**src/core/dsmod_pkg.sv**
```systemverilog
// package: register map, field positions, reset values and source codes of the data signal modulator
package dsmod_pkg;

   // =====================================================================
   // register indices; the byte address is four times the index
   localparam logic [11:0] IDX_CTRL_MAIN = 12'hf4c;
   localparam logic [11:0] IDX_SYNC_POL = 12'hf4d;
   localparam logic [11:0] IDX_SRC_SEL = 12'hf4e;
   localparam logic [11:0] IDX_LOW_SEL = 12'hf4f;
   localparam logic [11:0] IDX_HIGH_SEL = 12'hf50;
   localparam int ADDR_W = 14;

   // =====================================================================
   // field positions
   localparam int MAIN_EN_BIT = 7;
   localparam int MAIN_OUT_BIT = 5;
   localparam int MAIN_OINV_BIT = 4;
   localparam int MAIN_SWBIT_BIT = 0;
   localparam int SP_HINV_BIT = 5;
   localparam int SP_HSYNC_BIT = 4;
   localparam int SP_LINV_BIT = 1;
   localparam int SP_LSYNC_BIT = 0;
   localparam int SRC_W = 5;
   localparam int CAR_W = 4;

   // =====================================================================
   // values after reset
   localparam logic RST_BIT = 1'b0;
   localparam logic [4:0] RST_SRC = 5'h00;
   localparam logic [3:0] RST_CAR = 4'h0;

   // =====================================================================
   // modulator source codes
   localparam logic [4:0] SRC_PIN = 5'h00;
   localparam logic [4:0] SRC_SW_BIT = 5'h01;
   localparam logic [4:0] SRC_CCP0 = 5'h02;
   localparam logic [4:0] SRC_PWM0 = 5'h04;
   localparam logic [4:0] SRC_CMP0 = 5'h06;
   localparam logic [4:0] SRC_SER0_DT = 5'h08;
   localparam logic [4:0] SRC_SER0_TX = 5'h09;
   localparam logic [4:0] SRC_SPI0 = 5'h0a;
   localparam logic [4:0] SRC_SPI1 = 5'h0b;
   localparam logic [4:0] SRC_SER1_DT = 5'h0c;
   localparam logic [4:0] SRC_SER1_TX = 5'h0d;
   localparam logic [4:0] SRC_RSV0 = 5'h0e;
   localparam logic [4:0] SRC_RSV1 = 5'h0f;
   localparam logic [4:0] SRC_CLC0 = 5'h10;
   localparam logic [4:0] SRC_RSV_HI = 5'h18;

   // =====================================================================
   // carrier codes, shared by both carrier selects
   localparam logic [3:0] CAR_PIN = 4'h0;
   localparam logic [3:0] CAR_SYSCLK = 4'h1;
   localparam logic [3:0] CAR_FASTOSC = 4'h2;
   localparam logic [3:0] CAR_REFCLK = 4'h3;
   localparam logic [3:0] CAR_CCP0 = 4'h4;
   localparam logic [3:0] CAR_PWM0 = 4'h6;
   localparam logic [3:0] CAR_CLC0 = 4'h8;

   // =====================================================================
   // input synchroniser slots for off-domain inputs
   localparam int NSYNC = 6;
   localparam int SY_MODPIN = 0;
   localparam int SY_HPIN = 1;
   localparam int SY_LPIN = 2;
   localparam int SY_SYSCLK = 3;
   localparam int SY_FASTOSC = 4;
   localparam int SY_REFCLK = 5;

endpackage

```
**src/core/dsmod_sync3.sv**
```systemverilog
// module: three-stage input synchroniser whose output moves once stages two and three agree
`timescale 1ns/1ns
module dsmod_sync3 (
   // clock and reset
   input wire logic clk,
   input wire logic rst_n,
   // raw asynchronous level and its clean version
   input wire logic async_in,
   output logic sync_out
);

   logic s1_q;
   logic s2_q;
   logic s3_q;

   always_ff @(posedge clk or negedge rst_n) begin
      if (!rst_n) begin
         s1_q <= 1'b0;
         s2_q <= 1'b0;
         s3_q <= 1'b0;
      end else begin
         s1_q <= async_in;
         s2_q <= s1_q;
         s3_q <= s2_q;
      end
   end

   // only stages two and three are compared; stage one may be metastable
   always_ff @(posedge clk or negedge rst_n) begin
      if (!rst_n) begin
         sync_out <= 1'b0;
      end else if (s2_q == s3_q) begin
         sync_out <= s3_q;
      end
   end

endmodule

```
**src/core/dsmod_top.sv**
```systemverilog
// module: data signal modulator core with its avalon register slave
//
// Implementation choice: the Avalon-MM interface to the registers.
`timescale 1ns/1ns
module dsmod_top (
   // clock and reset
   input wire logic clk,
   input wire logic rst_n,
   // avalon-mm register slave
   input wire logic [dsmod_pkg::ADDR_W-1:0] address,
   input wire logic read,
   input wire logic write,
   input wire logic [3:0] byteenable,
   input wire logic [31:0] writedata,
   output logic [31:0] readdata,
   output logic waitrequest,
   // power gate from the peripheral power controller
   input wire logic modulator_module_disable,
   // pins and free-running clocks, outside this domain
   input wire logic mod_source_pin_route,
   input wire logic high_carrier_pin_route,
   input wire logic low_carrier_pin_route,
   input wire logic system_clock_source,
   input wire logic fast_internal_oscillator,
   input wire logic reference_clock_out,
   // on-chip peripheral outputs, same clock
   input wire logic [1:0] capture_compare_output,
   input wire logic [1:0] pulse_width_output,
   input wire logic [1:0] comparator_output,
   input wire logic [1:0] serial_port_data_output,
   input wire logic [1:0] serial_port_tx_output,
   input wire logic [1:0] sync_serial_data_out,
   input wire logic [7:0] logic_cell_output,
   // modulated output
   output logic modulated_output_pin
);

   // =====================================================================
   // decoding helpers
   function automatic logic reg_hit(input logic [dsmod_pkg::ADDR_W-1:0] a, input logic [11:0] idx);
      logic [dsmod_pkg::ADDR_W-1:0] byte_addr;
      byte_addr = {idx, 2'b00};
      reg_hit = (a == byte_addr);
   endfunction

   function automatic logic pick16(input logic [15:0] vec, input logic [3:0] sel);
      pick16 = vec[sel];
   endfunction

   // =====================================================================
   // input synchronisers for pins and foreign clocks
   logic [dsmod_pkg::NSYNC-1:0] raw_async;
   logic [dsmod_pkg::NSYNC-1:0] clean_async;

   assign raw_async[dsmod_pkg::SY_MODPIN] = mod_source_pin_route;
   assign raw_async[dsmod_pkg::SY_HPIN] = high_carrier_pin_route;
   assign raw_async[dsmod_pkg::SY_LPIN] = low_carrier_pin_route;
   assign raw_async[dsmod_pkg::SY_SYSCLK] = system_clock_source;
   assign raw_async[dsmod_pkg::SY_FASTOSC] = fast_internal_oscillator;
   assign raw_async[dsmod_pkg::SY_REFCLK] = reference_clock_out;

   // clocks faster than a quarter of clk alias after sampling; a known limitation
   generate
      for (genvar gi = 0; gi < dsmod_pkg::NSYNC; gi++) begin : g_sync
         dsmod_sync3 u_sync (
            .clk(clk),
            .rst_n(rst_n),
            .async_in(raw_async[gi]),
            .sync_out(clean_async[gi])
         );
      end
   endgenerate

   // =====================================================================
   // configuration registers
   logic en_q;
   logic output_invert_q;
   logic software_mod_bit_q;
   logic high_carrier_invert_q;
   logic high_carrier_sync_en_q;
   logic low_carrier_invert_q;
   logic low_carrier_sync_en_q;
   logic [dsmod_pkg::SRC_W-1:0] mod_source_sel_q;
   logic [dsmod_pkg::CAR_W-1:0] low_carrier_sel_q;
   logic [dsmod_pkg::CAR_W-1:0] high_carrier_sel_q;
   logic out_q;

   // =====================================================================
   // bus handshake: one wait state per access
   logic ack_q;
   logic req;
   logic accept;
   logic wr_ok;
   logic hit_main;
   logic hit_sp;
   logic hit_src;
   logic hit_low;
   logic hit_high;

   assign req = read | write;
   assign waitrequest = req & ~ack_q;
   assign accept = req & ack_q;
   assign wr_ok = accept & write & byteenable[0] & ~modulator_module_disable;
   assign hit_main = reg_hit(address, dsmod_pkg::IDX_CTRL_MAIN);
   assign hit_sp = reg_hit(address, dsmod_pkg::IDX_SYNC_POL);
   assign hit_src = reg_hit(address, dsmod_pkg::IDX_SRC_SEL);
   assign hit_low = reg_hit(address, dsmod_pkg::IDX_LOW_SEL);
   assign hit_high = reg_hit(address, dsmod_pkg::IDX_HIGH_SEL);

   always_ff @(posedge clk or negedge rst_n) begin
      if (!rst_n) begin
         ack_q <= 1'b0;
      end else begin
         ack_q <= req & ~ack_q;
      end
   end

   // power gate holds every register at its default, so release finds defaults
   always_ff @(posedge clk or negedge rst_n) begin
      if (!rst_n) begin
         en_q <= dsmod_pkg::RST_BIT;
         output_invert_q <= dsmod_pkg::RST_BIT;
         software_mod_bit_q <= dsmod_pkg::RST_BIT;
      end else if (modulator_module_disable) begin
         en_q <= dsmod_pkg::RST_BIT;
         output_invert_q <= dsmod_pkg::RST_BIT;
         software_mod_bit_q <= dsmod_pkg::RST_BIT;
      end else if (wr_ok && hit_main) begin
         en_q <= writedata[dsmod_pkg::MAIN_EN_BIT];
         output_invert_q <= writedata[dsmod_pkg::MAIN_OINV_BIT];
         software_mod_bit_q <= writedata[dsmod_pkg::MAIN_SWBIT_BIT];
      end
   end

   always_ff @(posedge clk or negedge rst_n) begin
      if (!rst_n) begin
         high_carrier_invert_q <= dsmod_pkg::RST_BIT;
         high_carrier_sync_en_q <= dsmod_pkg::RST_BIT;
         low_carrier_invert_q <= dsmod_pkg::RST_BIT;
         low_carrier_sync_en_q <= dsmod_pkg::RST_BIT;
      end else if (modulator_module_disable) begin
         high_carrier_invert_q <= dsmod_pkg::RST_BIT;
         high_carrier_sync_en_q <= dsmod_pkg::RST_BIT;
         low_carrier_invert_q <= dsmod_pkg::RST_BIT;
         low_carrier_sync_en_q <= dsmod_pkg::RST_BIT;
      end else if (wr_ok && hit_sp) begin
         high_carrier_invert_q <= writedata[dsmod_pkg::SP_HINV_BIT];
         high_carrier_sync_en_q <= writedata[dsmod_pkg::SP_HSYNC_BIT];
         low_carrier_invert_q <= writedata[dsmod_pkg::SP_LINV_BIT];
         low_carrier_sync_en_q <= writedata[dsmod_pkg::SP_LSYNC_BIT];
      end
   end

   always_ff @(posedge clk or negedge rst_n) begin
      if (!rst_n) begin
         mod_source_sel_q <= dsmod_pkg::RST_SRC;
         low_carrier_sel_q <= dsmod_pkg::RST_CAR;
         high_carrier_sel_q <= dsmod_pkg::RST_CAR;
      end else if (modulator_module_disable) begin
         mod_source_sel_q <= dsmod_pkg::RST_SRC;
         low_carrier_sel_q <= dsmod_pkg::RST_CAR;
         high_carrier_sel_q <= dsmod_pkg::RST_CAR;
      end else if (wr_ok) begin
         if (hit_src) begin
            mod_source_sel_q <= writedata[dsmod_pkg::SRC_W-1:0];
         end else if (hit_low) begin
            low_carrier_sel_q <= writedata[dsmod_pkg::CAR_W-1:0];
         end else if (hit_high) begin
            high_carrier_sel_q <= writedata[dsmod_pkg::CAR_W-1:0];
         end
      end
   end

   // read data captured in the wait cycle, so it stands when waitrequest drops
   logic [7:0] rd_byte;

   always_comb begin
      rd_byte = 8'h00;
      if (modulator_module_disable) begin
         rd_byte = 8'h00;
      end else if (hit_main) begin
         rd_byte[dsmod_pkg::MAIN_EN_BIT] = en_q;
         rd_byte[dsmod_pkg::MAIN_OUT_BIT] = out_q;
         rd_byte[dsmod_pkg::MAIN_OINV_BIT] = output_invert_q;
         rd_byte[dsmod_pkg::MAIN_SWBIT_BIT] = software_mod_bit_q;
      end else if (hit_sp) begin
         rd_byte[dsmod_pkg::SP_HINV_BIT] = high_carrier_invert_q;
         rd_byte[dsmod_pkg::SP_HSYNC_BIT] = high_carrier_sync_en_q;
         rd_byte[dsmod_pkg::SP_LINV_BIT] = low_carrier_invert_q;
         rd_byte[dsmod_pkg::SP_LSYNC_BIT] = low_carrier_sync_en_q;
      end else if (hit_src) begin
         rd_byte[dsmod_pkg::SRC_W-1:0] = mod_source_sel_q;
      end else if (hit_low) begin
         rd_byte[dsmod_pkg::CAR_W-1:0] = low_carrier_sel_q;
      end else if (hit_high) begin
         rd_byte[dsmod_pkg::CAR_W-1:0] = high_carrier_sel_q;
      end
   end

   always_ff @(posedge clk or negedge rst_n) begin
      if (!rst_n) begin
         readdata <= 32'h0000_0000;
      end else if (read && !ack_q) begin
         readdata <= {24'h00_0000, rd_byte};
      end
   end

   // =====================================================================
   // source multiplexers
   logic [31:0] src_vec;
   logic [15:0] high_vec;
   logic [15:0] low_vec;
   logic mod_sig;
   logic high_raw;
   logic low_raw;
   logic high_pol;
   logic low_pol;

   always_comb begin
      src_vec = 32'h0000_0000;
      src_vec[dsmod_pkg::SRC_PIN] = clean_async[dsmod_pkg::SY_MODPIN];
      src_vec[dsmod_pkg::SRC_SW_BIT] = software_mod_bit_q;
      src_vec[dsmod_pkg::SRC_CCP0 +: 2] = capture_compare_output;
      src_vec[dsmod_pkg::SRC_PWM0 +: 2] = pulse_width_output;
      src_vec[dsmod_pkg::SRC_CMP0 +: 2] = comparator_output;
      src_vec[dsmod_pkg::SRC_SER0_DT] = serial_port_data_output[0];
      src_vec[dsmod_pkg::SRC_SER0_TX] = serial_port_tx_output[0];
      src_vec[dsmod_pkg::SRC_SPI0] = sync_serial_data_out[0];
      src_vec[dsmod_pkg::SRC_SPI1] = sync_serial_data_out[1];
      src_vec[dsmod_pkg::SRC_SER1_DT] = serial_port_data_output[1];
      src_vec[dsmod_pkg::SRC_SER1_TX] = serial_port_tx_output[1];
      src_vec[dsmod_pkg::SRC_CLC0 +: 8] = logic_cell_output;
   end

   assign mod_sig = src_vec[mod_source_sel_q];

   always_comb begin
      high_vec = 16'h0000;
      high_vec[dsmod_pkg::CAR_PIN] = clean_async[dsmod_pkg::SY_HPIN];
      high_vec[dsmod_pkg::CAR_SYSCLK] = clean_async[dsmod_pkg::SY_SYSCLK];
      high_vec[dsmod_pkg::CAR_FASTOSC] = clean_async[dsmod_pkg::SY_FASTOSC];
      high_vec[dsmod_pkg::CAR_REFCLK] = clean_async[dsmod_pkg::SY_REFCLK];
      high_vec[dsmod_pkg::CAR_CCP0 +: 2] = capture_compare_output;
      high_vec[dsmod_pkg::CAR_PWM0 +: 2] = pulse_width_output;
      high_vec[dsmod_pkg::CAR_CLC0 +: 8] = logic_cell_output;
      low_vec = high_vec;
      low_vec[dsmod_pkg::CAR_PIN] = clean_async[dsmod_pkg::SY_LPIN];
   end

   assign high_raw = pick16(high_vec, high_carrier_sel_q);
   assign low_raw = pick16(low_vec, low_carrier_sel_q);
   assign high_pol = high_raw ^ high_carrier_invert_q;
   assign low_pol = low_raw ^ low_carrier_invert_q;

   // =====================================================================
   // carrier selection with optional synchronisation
   logic sel_high_q;
   logic sel_high_d;

   always_comb begin
      sel_high_d = sel_high_q;
      if (sel_high_q && !mod_sig) begin
         // a synced high carrier must finish its pulse first
         sel_high_d = high_carrier_sync_en_q && high_pol;
      end else if (!sel_high_q && mod_sig) begin
         sel_high_d = !low_carrier_sync_en_q || !low_pol;
      end
   end

   // runs only from clk and the selected sources, so it follows them into sleep
   always_ff @(posedge clk or negedge rst_n) begin
      if (!rst_n) begin
         sel_high_q <= 1'b0;
      end else if (modulator_module_disable) begin
         sel_high_q <= 1'b0;
      end else begin
         sel_high_q <= sel_high_d;
      end
   end

   // =====================================================================
   // mixing and output stage
   logic mixed;

   assign mixed = sel_high_q ? high_pol : low_pol;

   always_ff @(posedge clk or negedge rst_n) begin
      if (!rst_n) begin
         out_q <= 1'b0;
      end else if (modulator_module_disable || !en_q) begin
         out_q <= 1'b0;
      end else begin
         out_q <= mixed ^ output_invert_q;
      end
   end

   assign modulated_output_pin = out_q;
endmodule

```
**config.mk**
```make
export PLATFORM = sky130hd
export DESIGN_NAME = dsmod_top
export DESIGN_NICKNAME = d
export VERILOG_FILES = /design/src/core/dsmod_pkg.sv /design/src/core/dsmod_sync3.sv /design/src/core/dsmod_top.sv
export SDC_FILE = /design/constraint.sdc
export NUM_CORES = 1
export LEC_CHECK = 0
export ABC_AREA = 0
export ABC_CLOCK_PERIOD_IN_PS = 5500
export BUFFER_PORTS_ARGS = -buffer_cell sky130_fd_sc_hd__buf_2
export CAP_MARGIN = 25
export CORE_ASPECT_RATIO = 1.5
export CORE_MARGIN = 2
export CORE_UTILIZATION = 50
export DETAILED_ROUTE_END_ITERATION = 10
export HOLD_SLACK_MARGIN = 0.08
export PLACE_DENSITY = 0.94
export SLEW_MARGIN = 20
export SYNTH_ARGS = -nofsm -noshare
export SYNTH_HDL_FRONTEND = slang
export SYNTH_SLANG_ARGS = --single-unit
```
**constraint.sdc**
```tcl
create_clock -name clk -period 5.5 [get_ports clk]
set_clock_uncertainty 0.2 [all_clocks]
set_input_delay 0.275 -clock clk [delete_from_list [all_inputs] [get_ports clk]]
set_output_delay 0.275 -clock clk [all_outputs]
set_load 0.02 [all_outputs]
```
# Word level (Yosys, flattened, before mapping)

Cells that the tools add are included.

Output and inout bits: 34
Memory bits (writable): 0
Memory bits (read-only): 0
Memories kept: 0
Bits in latches: 0
Flip-flop bits (word level): 54

Order comparisons: 3
Mux-type cells: 51
Bitwise gates (word level): 11
Divide/modulo/power cells: 0
Multipliers: 0
Reductions and logical operators: 24
Add/subtract/negate cells: 0
Shifts and indexed selects: 0
Eq/ne operators: 13

Operators with widths:

| cell                                                                         | number |
|---|---|
| 14-bit equality test, second input constant                                  | 5 |
| 4-bit two-way mux                                                            | 12 |
| 1-bit two-way mux                                                            | 28 |
| 5-bit two-way mux                                                            | 3 |
| 2-bit nonzero test                                                           | 6 |
| 4-bit by 5-bit less-than comparator with 1-bit output, second input constant | 2 |
| 1-bit binary-select mux with 4-bit select                                    | 2 |
| 1-bit equality test                                                          | 6 |
| 1-bit logical AND                                                            | 6 |
| 1-bit logical NOT                                                            | 6 |
| 5-bit by 6-bit less-than comparator with 1-bit output, second input constant | 1 |
| 2-bit two-way mux                                                            | 3 |
| 6-bit two-way mux                                                            | 1 |
| 1-bit AND                                                                    | 5 |
| 1-bit binary-select mux with 5-bit select                                    | 1 |
| 2-bit inequality test, second input constant                                 | 2 |
| 4-bit AND reduction                                                          | 1 |
| 3-bit two-way mux                                                            | 1 |
| 3-bit AND reduction                                                          | 1 |
| 3-bit nonzero test                                                           | 1 |
| 1-bit XOR                                                                    | 3 |
| 1-bit logical OR                                                             | 2 |
| 1-bit inverter                                                               | 2 |
| 2-bit AND reduction                                                          | 1 |
| 1-bit OR                                                                     | 1 |

# Logic depth before layout (Yosys ltp)

Gate-level depths: netlist of the first run.

Depth after elaboration: 8
Gate-level depth with buffers: 6

# Cells and area by module

From an unflattened synthesis of the first run, not the netlist that was laid out.

Cells, all modules: 246
Area, all modules: 2,869.0 µm²

Modules (own cells, without submodules):

| module      | seq. area each (µm²) | area an instance (µm²) | instances | cells an instance |
|---|---|---|---|---|
| dsmod_top   | 750.7                | 2,200.9                | 1         | 216 |
| dsmod_sync3 | 100.1                | 111.4                  | 6         | 5 |

# Worst setup path after synthesis of the first run

Ideal clock, no wire load.

Kind: register -> register
From: register low_carrier_sel_q[0] (netlist name)
To: register sel_high_q
Setup slack: 2.970 ns
Path buffers: 1
Period minus slack after synthesis: 2.530 ns
Data required time: 5.180 ns
Arrival: 2.210 ns
Stages on the path, launching flop included: 7
Cells stage by stage: dfrtp_1 -> buf_4 -> mux4_2 -> mux4_2 -> xnor2_2 -> or3b_2 -> a31o_1

Cells in the longest elaborated chain, start to end: 8

Ends and longest elaborated chain:

| element                                   | line             | text |
|---|---|---|
| start, declared                           | dsmod_top.sv:84  | `logic [dsmod_pkg::CAR_W-1:0] low_carrier_sel_q;` |
| start signal, assigned                    | dsmod_top.sv:157 | `low_carrier_sel_q <= dsmod_pkg::RST_CAR;` |
| start signal, assigned                    | dsmod_top.sv:161 | `low_carrier_sel_q <= dsmod_pkg::RST_CAR;` |
| start signal, assigned                    | dsmod_top.sv:167 | `low_carrier_sel_q <= writedata[dsmod_pkg::CAR_W-1:0];` |
| 1-bit binary-select mux with 4-bit select | dsmod_top.sv:47  | `pick16 = vec[sel];` |
| 1-bit two-way mux (implied by the code)   | dsmod_top.sv:47  |  |
| 1-bit XOR                                 | dsmod_top.sv:253 | `assign low_pol = low_raw ^ low_carrier_invert_q;` |
| 1-bit logical NOT                         | dsmod_top.sv:266 | `sel_high_d = !low_carrier_sync_en_q \|\| !low_pol;` |
| 1-bit logical OR                          | dsmod_top.sv:266 |  |
| 1-bit two-way mux                         | dsmod_top.sv:265 | `end else if (!sel_high_q && mod_sig) begin` |
| 1-bit two-way mux                         | dsmod_top.sv:262 | `if (sel_high_q && !mod_sig) begin` |
| 1-bit two-way mux                         | dsmod_top.sv:274 | `end else if (modulator_module_disable) begin` |
| end signal, assigned                      | dsmod_top.sv:277 | `sel_high_q <= sel_high_d;` |
| end, declared                             | dsmod_top.sv:257 | `logic sel_high_q;` |

No other way between the ends. The select of a mux whose other input is x is not followed.
A chain may end at the register's enable or synchronous reset.

# Worst setup path after layout of the first run

Same ends and word-level chain as after synthesis.

==> summary.md, run 1 <==
| Metric | Value |
|---|---|
| Final-report max-slew violation count | `0` |
| Maximum net fanout on the critical path | `6` |
| Antenna violations before repair | `0` |
| Sequential cell area | `1351 sq um` |
| Critical path cell sequence | `mux4_2 -> mux4_2 -> xnor2_2 -> or3b_2 -> a31o_1` |
| Total leakage power | `1.571 nW` |
| Fraction of layout cells with a size suffix above 1 | `28.20%` |
| Summed instance area of the synthesized netlist | `2819 sq um` |
| Crit path required time | `5510 ps` |
| Number of failing setup endpoints in the final timing report | `0` |
| Pin count of the biggest net entering global routing | `55` |
| Top Ports | `115` |
| Final worst slack | `2793 ps` |
| Maximum vdd ir drop | `0.1730 mV` |
| Average cell area after synthesis | `12.10 sq um` |
| Final critical path time including I/O delays and setup | `2707 ps` |
| Finished Core Util | `61.11%` |
| Kind of start point of the critical path | `flip-flop` |
| Row count | `33` |
| Area taken by multi-input logic gates | `1304 sq um` |
| Die area | `6267 sq um` |
| Vias in the first global route | `2026` |
| Category of the critical setup timing path | `flip-flop to flip-flop` |
| Height of the chip | `95.96 um` |
| Cell with the most instances on the worst path | `sky130_fd_sc_hd__mux4_2` |
| Hold Violations, Final | `0` |
| #FFs+latches synth | `54` |
| Peak Freq | `369.4 MHz` |
| Cell taking the most area after synthesis | `sky130_fd_sc_hd__dfrtp_1` |
| Worst path slowest cell | `sky130_fd_sc_hd__dfrtp_1` |
| Synth Flop Type | `sky130_fd_sc_hd__dfrtp_1` |
| Clock transition at the register clock pins on the worst setup and hold paths after CTS | `90 ps` |
| Number of nets in the layout | `385` |
| Final WL | `5961 um` |
| WL/cell | `15.90 um` |
| Fraction of the yosys area taken by sequential cells | `47.94%` |
| Highest cell delay on the worst timing path | `530 ps` |
| Source of the worst register-to-register timing path | `low_carrier_sel_q[0]` |
| First-pass GRT wire length | `9901 um` |
| Cells after synthesis | `233` |
| Least-Margin Pin Slew | `665.9 ps` |
| Filler cells | `457` |
| Reg2Reg Setup Slack | `2790 ps` |
| Yosys cell types | `39` |
| Cell depth of the worst min-delay path | `3` |
| Detailed Place HPWL | `4433 um` |
| Clock Latency Late Sink | `310 ps` |
| Total Neg Setup Slack | `0 ps` |
| Area fraction of the dominant cell type after synthesis | `47.94%` |
| Worst endpoint data arrival time | `2710 ps` |
| Core region area | `5450 sq um` |
| Area growth from synthesis to final layout | `18.15%` |
| Overall global routing resource usage | `20.97%` |
| Width of the die | `65.31 um` |
| Main area contributors after synthesis | `sky130_fd_sc_hd__dfrtp_1 (48%), sky130_fd_sc_hd__mux4_2 (8.8%), sky130_fd_sc_hd__mux2i_1 (8.5%)` |
| Endpoint of the worst hold-timing path | `high_carrier_sel_q[0]` |
| Final global-route overflow total | `0` |
| Sort of element at the end of the critical path | `flip-flop` |
| Leading cell type by number of instances after synthesis | `sky130_fd_sc_hd__dfrtp_1` |
| Final RePlAce weighted congestion | `0.9006` |
| Final worst-path cycle share | `49.21%` |
| Clock root buffer | `sky130_fd_sc_hd__clkbuf_8` |
| Vias | `2098` |
| Worst max-slew margin expressed relative to the limit | `55.61%` |
| Total power divided by cell area | `235.7 nW/um^2` |
| Antenna diode count | `0` |
| Status | `complete, no violations` |
| Number of CTS-inserted buffers | `5` |
| Total power consumption of the routed design | `0.0007851 W` |
| Deepest clock path buffer count | `2` |
| Number of antenna-violating nets in the routed design | `0` |
| Critical R2R Capture | `sel_high_q` |
| Warnings from Yosys | `0` |
| Number of max-cap violations | `0` |
| Drt first pass iters | `4` |
| CTS tree | `built` |
| Hold path start | `writedata[0]` |
| Placement Setup Slack | `2802 ps` |
| Effective utilization at floorplan | `51.72%` |
| H-tree depth | `2` |
| Cell count of the worst reg-to-reg path | `5` |
| Number of sinks driven by the clock tree | `54` |
| FFs w/ async S/R, synth | `100.0%` |
| Unrepaired setup endpoints after global routing | `no` |
| Number of enable flip-flop cells after synthesis | `0` |
| Type of the most critical hold path | `input pin to flip-flop` |
| Avg Vias per Cell | `5.595` |
| DRC violation count after routing | `0` |
| DRC violation total after the first TritonRoute iteration | `135` |
| Port Buffer Count | `61` |
| List of most frequent post-synthesis cells | `sky130_fd_sc_hd__dfrtp_1 (54), sky130_fd_sc_hd__buf_4 (26), sky130_fd_sc_hd__mux2i_1 (24), sky130_fd_sc_hd__nor2_1 (22), sky130_fd_sc_hd__nand2_1 (16)` |
-- flip-flops by register name (all words and copies together) (netlist names) --
| signal | cells |
|---|---|
| g_sync.u_sync.s1_q | 6 |
| output_invert_q | 1 |
| en_q | 1 |
| g_sync.u_sync.s2_q | 6 |
| modulated_output_pin | 1 |
| readdata | 7 |
| sel_high_q | 1 |
| software_mod_bit_q | 1 |
| low_carrier_sync_en_q | 1 |
| high_carrier_sync_en_q | 1 |
| low_carrier_sel_q | 4 |
| high_carrier_invert_q | 1 |
| ack_q | 1 |
| g_sync.u_sync.s3_q | 6 |
| high_carrier_sel_q | 4 |
| g_sync.u_sync.sync_out | 6 |
| mod_source_sel_q | 5 |
| low_carrier_invert_q | 1 |
-- per-stage QoR --
stage	hold slack, ps	instances	instance area [sq um]
after floorplan	-220.6	257	2909
after global placement	132.0	352	3063
after detailed placement	134.7	352	3063
after CTS	81.43	375	3331
after global routing	105.4	375	3331
final	78.09	375	3331
-- worst max-delay path by stage --
stage,start,to,slack (ps)
global route,low_carrier_sel_q[0],sel_high_q,2680
detailed placement,low_carrier_sel_q[0],sel_high_q,2800
floorplan,low_carrier_sel_q[0],sel_high_q,2970
global placement,low_carrier_sel_q[0],sel_high_q,2800
finish,low_carrier_sel_q[0],sel_high_q,2790
CTS,low_carrier_sel_q[0],sel_high_q,2790
-- worst max-delay path, delay by kind of cell (launching register included) --
kind / cells / cell delay (ps)
muxes: 2 / 1050
DFF: 1 / 530
and+or+nand+nor: 1 / 440
AOI/OAI and AO/OA: 1 / 220
xor gates and xnor gates: 1 / 160
-- layout by cell type, fill, tap and decap left out, types with 4 or more instances in the layout --
cell type / count
sky130_fd_sc_hd__dlygate4sd3_1: 15
sky130_fd_sc_hd__a21oi_1: 5
sky130_fd_sc_hd__o31ai_1: 4
sky130_fd_sc_hd__conb_1: 25
sky130_fd_sc_hd__mux2i_1: 24
sky130_fd_sc_hd__nand3_1: 5
sky130_fd_sc_hd__clkbuf_8: 5
sky130_fd_sc_hd__nor2_1: 22
sky130_fd_sc_hd__dfrtp_1: 54
sky130_fd_sc_hd__maj3_1: 6
sky130_fd_sc_hd__mux4_1: 4
sky130_fd_sc_hd__nand2b_1: 4
sky130_fd_sc_hd__buf_2: 61
sky130_fd_sc_hd__mux4_2: 11
sky130_fd_sc_hd__nand2_1: 16
sky130_fd_sc_hd__o21ai_0: 4
-- routing by layer --
metal / part of all wire, % / GRT usage [%] / vias to the layer above / routed length, um
met1: 40 / 27.40 / 1040 / 2359
met2: 52 / 35.88 / 103 / 3081
li1: - / - / 941 / -
met4: 2.2 / 7.118 / 0 / 131
met3: 6.5 / 3.041 / 14 / 388
met5: 0 / 0 / - / 0
-- what timing repair did --
action                                 4_1_cts  5_1_grt
setup buffers                                0        0
gates resized for setup                      0        0
endpoints found under the hold margin       73        0
hold buffers                                15        0
-- area by class of cell --
| cell class | count | area share, % |
|---|---|---|
| inverter | 2 | 0.2254 |
| sequential | 54 | 40.57 |
| tap | 70 | 2.630 |
| timing repair buffer | 77 | 13.90 |
| multi-input combinational | 164 | 39.14 |
| clock inverter | 3 | 1.465 |
| clock buffer | 5 | 2.066 |
-- report_power, final --
group	internal [W]	leakage, nW	switching, W	total [W]
clock network	0.000139	0.0563	0.000135	0.000274
registers	0.000409	0.696	0.00000772	0.000417
logic	0.0000410	0.818	0.0000531	0.0000940
-- cells by family after synthesis --
kind of cell,Yosys count,share of synthesized area [%]
other,1,0.1330
XOR/XNOR,2,1.154
flip-flops,54,47.94
buffers and inverters,39,9.010
adder cells (fa/ha/maj),6,2.131
AO/OA/AOI/OAI,25,6.125
multiplexers,40,21.44
AND/OR/NAND/NOR,66,12.07
Power figures use the tool's default switching activity.
==> run 2: changes to the inputs <==
ABC_CLOCK_PERIOD_IN_PS = 2200   (was 5500)
CORE_UTILIZATION = 44   (was 50)
PLACE_DENSITY = 0.89   (was 0.94)
clock period = 2.2 ns   (was 5.5 ns; I/O delays follow)
==> summary.md, run 2 (synthesis results as in run 1) <==
| Metric | Value |
|---|---|
| Status | `finished, violations left (was complete, no violations)` |
| Violations in the final reports | `setup timing` |
| Total Neg Setup Slack | `-533.9 ps (was 0 ps)` |
| Maximum net fanout on the critical path | `5 (was 6)` |
| Width of the die | `69.36 um (was 65.31 um)` |
| Detailed Place HPWL | `4752 um (was 4433 um)` |
| Number of max-cap violations | `0 (unchanged)` |
| Core region area | `6175 sq um (was 5450 sq um)` |
| Critical path origin | `low_carrier_sel_q[0] (unchanged)` |
| Sort of element at the end of the critical path | `flip-flop (unchanged)` |
| DRC violation count after routing | `0 (unchanged)` |
| First-pass GRT wire length | `10400 um (was 9901 um)` |
| Clock transition at the register clock pins on the worst setup and hold paths after CTS | `110 ps (was 90 ps)` |
| Worst path slowest cell | `sky130_fd_sc_hd__mux4_2 (was sky130_fd_sc_hd__dfrtp_1)` |
| Maximum vdd ir drop | `0.4230 mV (was 0.1730 mV)` |
| Antenna diode count | `0 (unchanged)` |
| Commonest cells after routing, fill and taps aside | `sky130_fd_sc_hd__buf_2 (61), sky130_fd_sc_hd__dfrtp_1 (53), sky130_fd_sc_hd__conb_1 (25) (was sky130_fd_sc_hd__buf_2 (61), sky130_fd_sc_hd__dfrtp_1 (54), sky130_fd_sc_hd__conb_1 (25))` |
| Port Buffer Count | `61 (unchanged)` |
| Avg Vias per Cell | `5.329 (was 5.595)` |
| Row count | `35 (was 33)` |
| Leading cell type in the layout, fill and taps excluded | `sky130_fd_sc_hd__buf_2 (unchanged)` |
| Hold Violations, Final | `0 (unchanged)` |
| Vias in the first global route | `2111 (was 2026)` |
| Drt first pass iters | `4 (unchanged)` |
| Number of antenna-violating nets in the routed design | `0 (unchanged)` |
| Effective utilization at floorplan | `45.65% (was 51.72%)` |
| Placed Cells | `369 (was 352)` |
| Max FFs per register | `7 (unchanged)` |
| Reg2Reg Setup Slack | `-290 ps (was 2790 ps)` |
| Number of CTS-inserted buffers | `5 (unchanged)` |
| CTS tree | `built (unchanged)` |
| H-tree depth | `2 (unchanged)` |
| Source of the worst register-to-register timing path | `low_carrier_sel_q[0] (unchanged)` |
| Final worst slack | `-288.7 ps (was 2793 ps)` |
| Final critical path time including I/O delays and setup | `2489 ps (was 2707 ps)` |
| Number of failing setup endpoints in the final timing report | `2 (was 0)` |
| Final WL | `6522 um (was 5961 um)` |
| Clock Latency Late Sink | `310 ps (about the same)` |
| Final worst-path cycle share | `113.1% (was 49.21%)` |
| CP Depth | `5 (unchanged)` |
| Number of sinks driven by the clock tree | `54 (unchanged)` |
| Final Cell Area | `3487 sq um (was 3331 sq um)` |
| Total power divided by cell area | `542.2 nW/um^2 (was 235.7 nW/um^2)` |
| Fraction of layout cells with a size suffix above 1 | `32.42% (was 28.20%)` |
| Highest cell delay on the worst timing path | `530 ps (about the same)` |
| Antenna violations before repair | `0 (unchanged)` |
| Crit path required time | `2210 ps (was 5510 ps)` |
| Kind of cell with the highest combined delay on the critical path | `multiplexers (unchanged)` |
| Number of standard cells in the layout, taps in and fillers out | `401 (was 375)` |
| Critical path buffers and inverters | `0 (unchanged)` |
| Vias | `2137 (was 2098)` |
| Last element of the critical path | `sel_high_q (unchanged)` |
| Height of the chip | `102.0 um (was 95.96 um)` |
| Unrepaired setup endpoints after global routing | `yes (was no)` |
| Peak Freq | `401.8 MHz (was 369.4 MHz)` |
| Kind of start point of the critical path | `flip-flop (unchanged)` |
| Register with the most flip-flops | `readdata (unchanged)` |
| Cell count of the worst reg-to-reg path | `5 (unchanged)` |
| Top Ports | `115 (unchanged)` |
| DRC violation total after the first TritonRoute iteration | `304 (was 135)` |
| Category of the critical setup timing path | `flip-flop to flip-flop (unchanged)` |
| Cell with the most instances on the worst path | `sky130_fd_sc_hd__mux4_2 (unchanged)` |
| Die area | `7076 sq um (was 6267 sq um)` |
| Deepest clock path buffer count | `2 (unchanged)` |
| Pin count of the biggest net entering global routing | `55 (unchanged)` |
| Overall global routing resource usage | `18.85% (was 20.97%)` |
| Final RePlAce weighted congestion | `0.9294 (was 0.9006)` |
| Type of the most critical hold path | `input pin to flip-flop (unchanged)` |
| Total leakage power | `1.665 nW (was 1.571 nW)` |
| Worst max-slew margin expressed relative to the limit | `55.25% (was 55.61%)` |
| Least-Margin Pin Slew | `671.2 ps (was 665.9 ps)` |
| Final-report max-slew violation count | `0 (unchanged)` |
| Clock root buffer | `sky130_fd_sc_hd__clkbuf_8 (unchanged)` |
| Critical R2R Capture | `sel_high_q (unchanged)` |
| Final global-route overflow total | `0 (unchanged)` |
| Worst endpoint data arrival time | `2500 ps (was 2710 ps)` |
| Number of nets in the layout | `407 (was 385)` |
| Placed Instance Area | `3153 sq um (was 3063 sq um)` |
| Critical path cell sequence | `mux4_2 -> mux4_2 -> xnor2_2 -> or3b_4 -> a31o_1 (was mux4_2 -> mux4_2 -> xnor2_2 -> or3b_2 -> a31o_1)` |
| Placement Setup Slack | `-377.8 ps (was 2802 ps)` |
| Area growth from synthesis to final layout | `23.70% (was 18.15%)` |
| WL/cell | `16.26 um (was 15.90 um)` |
## run 2: cell types whose count changed in the layout (fill, tap and decap cells not counted), sizes merged
cell / before / now
dlygate4sd3: 15 / 22
bufinv: 1 / 0
clkinvlp: 1 / 0
buf: 62 / 77
inv: 3 / 4
clkinv: 0 / 1
## run 2: final cells by class
cell class | count | area, sq um
multi-input combinational | 164 | 1291
timing repair buffer | 99 | 645.6
clock inverter | 3 | 28.78
fill | 492 | 2688
inverter | 2 | 7.507
clock buffer | 5 | 68.82
tap | 74 | 92.59
sequential | 54 | 1353
## run 2: routing by layer
metal	wire length [um]	up-vias	GRT usage (%)
li1	-	982	-
met1	2335	1035	21.34
met2	3570	97	34.47
met3	384	23	3.254
met4	232	0	9.201
met5	0	-	0
## run 2: worst register-to-register path, stage by stage (launching register included)
cell and delay [ps]:
sky130_fd_sc_hd__dfrtp_2 460, sky130_fd_sc_hd__mux4_2 530, sky130_fd_sc_hd__mux4_2 500, sky130_fd_sc_hd__xnor2_2 160
sky130_fd_sc_hd__or3b_4 370, sky130_fd_sc_hd__a31o_1 180
## run 2: worst min path at each step
stage | startpoint | to | slack [ps] | cells past startpoint
finish | address[3] | readdata[2] | 110 | 3
global route | address[3] | readdata[2] | 140 | 3
CTS | address[3] | readdata[2] | 100 | 3
detailed placement | high_carrier_pin_route | g_sync[1].u_sync.s1_q | 20 | 1
global placement | high_carrier_pin_route | g_sync[1].u_sync.s1_q | 20 | 1
floorplan | rst_n | ack_q | -390 | 0
## run 2: timing repair
| action | 4_1_cts | 5_1_grt |
|---|---|---|
| endpoints found under the setup margin | 2 | 3 |
| pin swaps | 1 | 1 |
| buffers inserted | 0 | 2 |
| hold endpoints to repair | 83 | 0 |
| resized for setup | 1 | 0 |
| hold buffers | 22 | 0 |
## run 2: metrics by stage
stage          util (%)  power [W]  hold slack (ps)
2_1_floorplan         -   0.001212           -385.6
3_3_place_gp      51.06   0.001280            17.69
3_5_place_dp      51.06   0.001291            19.31
4_1_cts           56.23   0.001914            96.96
5_1_grt           56.47   0.001975            143.5
6_report          56.47   0.001891            112.1
## run 2: report_power, final
| part | switching, W | internal (W) | leakage (nW) |
|---|---|---|---|
| sequential | 0.0000182 | 0.00102 | 0.695 |
| combinational | 0.000138 | 0.000118 | 0.920 |
| clock | 0.000355 | 0.000239 | 0.0506 |
==> run 3: changes to the inputs <==
ABC_CLOCK_PERIOD_IN_PS = 2600   (was 2200)
CORE_UTILIZATION = 48   (was 44)
MAX_ROUTING_LAYER = met4   (was not set)
PLACE_DENSITY = 0.92   (was 0.89)
clock period = 2.6 ns   (was 2.2 ns; I/O delays follow)
==> summary.md, run 3 (synthesis results as in run 1) <==
| Metric | Value |
|---|---|
| Status | `complete, no violations (was finished, violations left)` |
| Vias in the first global route | `2138 (was 2111)` |
| First-pass GRT wire length | `10030 um (was 10400 um)` |
| Number of sinks driven by the clock tree | `54 (unchanged)` |
| Clock Latency Late Sink | `310 ps (about the same)` |
| Fraction of layout cells with a size suffix above 1 | `29.43% (was 32.42%)` |
| Final-report max-slew violation count | `0 (unchanged)` |
| Unrepaired setup endpoints after global routing | `no (was yes)` |
| Die area | `6514 sq um (was 7076 sq um)` |
| Number of failing setup endpoints in the final timing report | `0 (was 2)` |
| Total power consumption of the routed design | `0.001591 W (was 0.001891 W)` |
| Register with the most flip-flops | `readdata (unchanged)` |
| Total leakage power | `1.620 nW (was 1.665 nW)` |
| Maximum net fanout on the critical path | `5 (unchanged)` |
| Maximum vdd ir drop | `0.3731 mV (was 0.4230 mV)` |
| Width of the die | `66.57 um (was 69.36 um)` |
| Crit path required time | `2610 ps (was 2210 ps)` |
| Peak Freq | `398.3 MHz (was 401.8 MHz)` |
| Port Buffer Count | `61 (unchanged)` |
| Vias | `2137 (unchanged)` |
| Worst max-slew margin expressed relative to the limit | `58.85% (was 55.25%)` |
| Sort of element at the end of the critical path | `flip-flop (unchanged)` |
| Clock transition at the register clock pins on the worst setup and hold paths after CTS | `100 ps (was 110 ps)` |
| Cell with the most instances on the worst path | `sky130_fd_sc_hd__mux4_2 (unchanged)` |
| Commonest cells after routing, fill and taps aside | `sky130_fd_sc_hd__buf_2 (61), sky130_fd_sc_hd__dfrtp_1 (53), sky130_fd_sc_hd__conb_1 (25) (unchanged)` |
| Deepest clock path buffer count | `2 (unchanged)` |
| Clock root buffer | `sky130_fd_sc_hd__clkbuf_8 (unchanged)` |
| Max FFs per register | `7 (unchanged)` |
| Final worst-path cycle share | `96.57% (was 113.1%)` |
| Number of nets in the layout | `396 (was 407)` |
| Top Ports | `115 (unchanged)` |
| Final critical path time including I/O delays and setup | `2511 ps (was 2489 ps)` |
| Final WL | `6176 um (was 6522 um)` |
| DRC violation count after routing | `0 (unchanged)` |
| Antenna diode count | `0 (unchanged)` |
| Height of the chip | `97.86 um (was 102.0 um)` |
| H-tree depth | `2 (unchanged)` |
| Worst endpoint data arrival time | `2520 ps (was 2500 ps)` |
| Pin count of the biggest net entering global routing | `31 (was 55)` |
| Total power divided by cell area | `466.2 nW/um^2 (was 542.2 nW/um^2)` |
| Antenna violations before repair | `0 (unchanged)` |
| Hold Violations, Final | `0 (unchanged)` |
| Core region area | `5743 sq um (was 6175 sq um)` |
| Placed Cells | `359 (was 369)` |
| Number of standard cells in the layout, taps in and fillers out | `388 (was 401)` |
| Number of antenna-violating nets in the routed design | `0 (unchanged)` |
| Number of CTS-inserted buffers | `5 (unchanged)` |
| Reg2Reg Setup Slack | `90 ps (was -290 ps)` |
| Kind of start point of the critical path | `flip-flop (unchanged)` |
| Final global-route overflow total | `0 (unchanged)` |
| Critical path buffers and inverters | `0 (unchanged)` |
| Drt first pass iters | `4 (unchanged)` |
| Kind of cell with the highest combined delay on the critical path | `multiplexers (unchanged)` |
| Leading cell type in the layout, fill and taps excluded | `sky130_fd_sc_hd__buf_2 (unchanged)` |
| Area growth from synthesis to final layout | `21.04% (was 23.70%)` |
| Effective utilization at floorplan | `49.08% (was 45.65%)` |
| Row count | `34 (was 35)` |
| Type of the most critical hold path | `input pin to flip-flop (unchanged)` |
| Category of the critical setup timing path | `flip-flop to flip-flop (unchanged)` |
| Detailed Place HPWL | `4583 um (was 4752 um)` |
| Final RePlAce weighted congestion | `0.9160 (was 0.9294)` |
| Critical path cell sequence | `mux4_2 -> mux4_2 -> xnor2_2 -> or3b_4 -> a31o_1 (unchanged)` |
| Overall global routing resource usage | `20.74% (was 18.85%)` |
| Worst path slowest cell | `sky130_fd_sc_hd__mux4_2 (unchanged)` |
| Avg Vias per Cell | `5.508 (was 5.329)` |
| Least-Margin Pin Slew | `615.3 ps (was 671.2 ps)` |
| DRC violation total after the first TritonRoute iteration | `154 (was 304)` |
| Finished Core Util | `59.41% (was 56.47%)` |
| WL/cell | `15.92 um (was 16.26 um)` |
| Number of max-cap violations | `0 (unchanged)` |
| Highest cell delay on the worst timing path | `520 ps (was 530 ps)` |
| Filler cells | `471 (was 492)` |
| CTS tree | `built (unchanged)` |
## run 3: path summary, 6_finish.rpt
check / cells past startpoint / end / startpoint
worst max-delay path: 5 / sel_high_q / low_carrier_sel_q[0]
worst min-delay path: 3 / readdata[5] / address[2]
min in group asynchronous: 3 / high_carrier_sel_q[1] / rst_n
worst min register to register: 0 / g_sync[1].u_sync.s2_q / g_sync[1].u_sync.s1_q
worst max register to register: 5 / sel_high_q / low_carrier_sel_q[0]
max in group asynchronous: 3 / mod_source_sel_q[0] / rst_n
## run 3: what timing repair did
item | in CTS | in global routing
gates resized for setup | 2 | 0
endpoints found under the setup margin | 1 | 0
buffers inserted | 1 | 0
hold buffers | 20 | 0
endpoints found under the hold margin | 82 | 0
## run 3: power breakdown
group	internal (W)	leakage (nW)	switching (W)
sequential	0.000866	0.695	0.0000159
clock	0.000202	0.0506	0.000299
combinational	0.0000936	0.874	0.000115
total	0.00116	1.62	0.000429
## run 3: metrics by stage
stage          instance area, sq um  setup TNS (ps)  worst slack [ps]  hold slack, ps
6_report                       3412               0             89.29           98.12
5_1_grt                        3412               0             32.63           119.2
3_3_place_gp                   3103          -54.47            -54.47          -146.8
4_1_cts                        3412               0             71.85           96.52
3_5_place_dp                   3103          -93.76            -93.76          -144.0
2_1_floorplan                  2909               0             70.15          -365.6
## run 3: area by class of cell
cell class,count,area [sq um],share of cell area [%]
flip-flops and latches,54,1353,39.64
multi-input cells,164,1306,38.28
repair buffers,88,558.0,16.35
well taps,72,90.09,2.640
clock buffers,5,68.82,2.017
clock inverters,3,28.78,0.8434
inverters,2,7.507,0.2200
## run 3: worst min-delay path: stages
cell and delay [ps]:
sky130_fd_sc_hd__buf_2 190, sky130_fd_sc_hd__mux2i_1 170, sky130_fd_sc_hd__o41ai_1 80
## run 3: layer usage
| layer | global-route usage (%) | part of all wire, % | up-vias |
|---|---|---|---|
| met5 | - | 0 | - |
| li1 | - | - | 971 |
| met4 | 9.890 | 4.1 | 0 |
| met2 | 33.38 | 50 | 122 |
| met3 | 2.304 | 7.5 | 22 |
| met1 | 25.80 | 38 | 1022 |
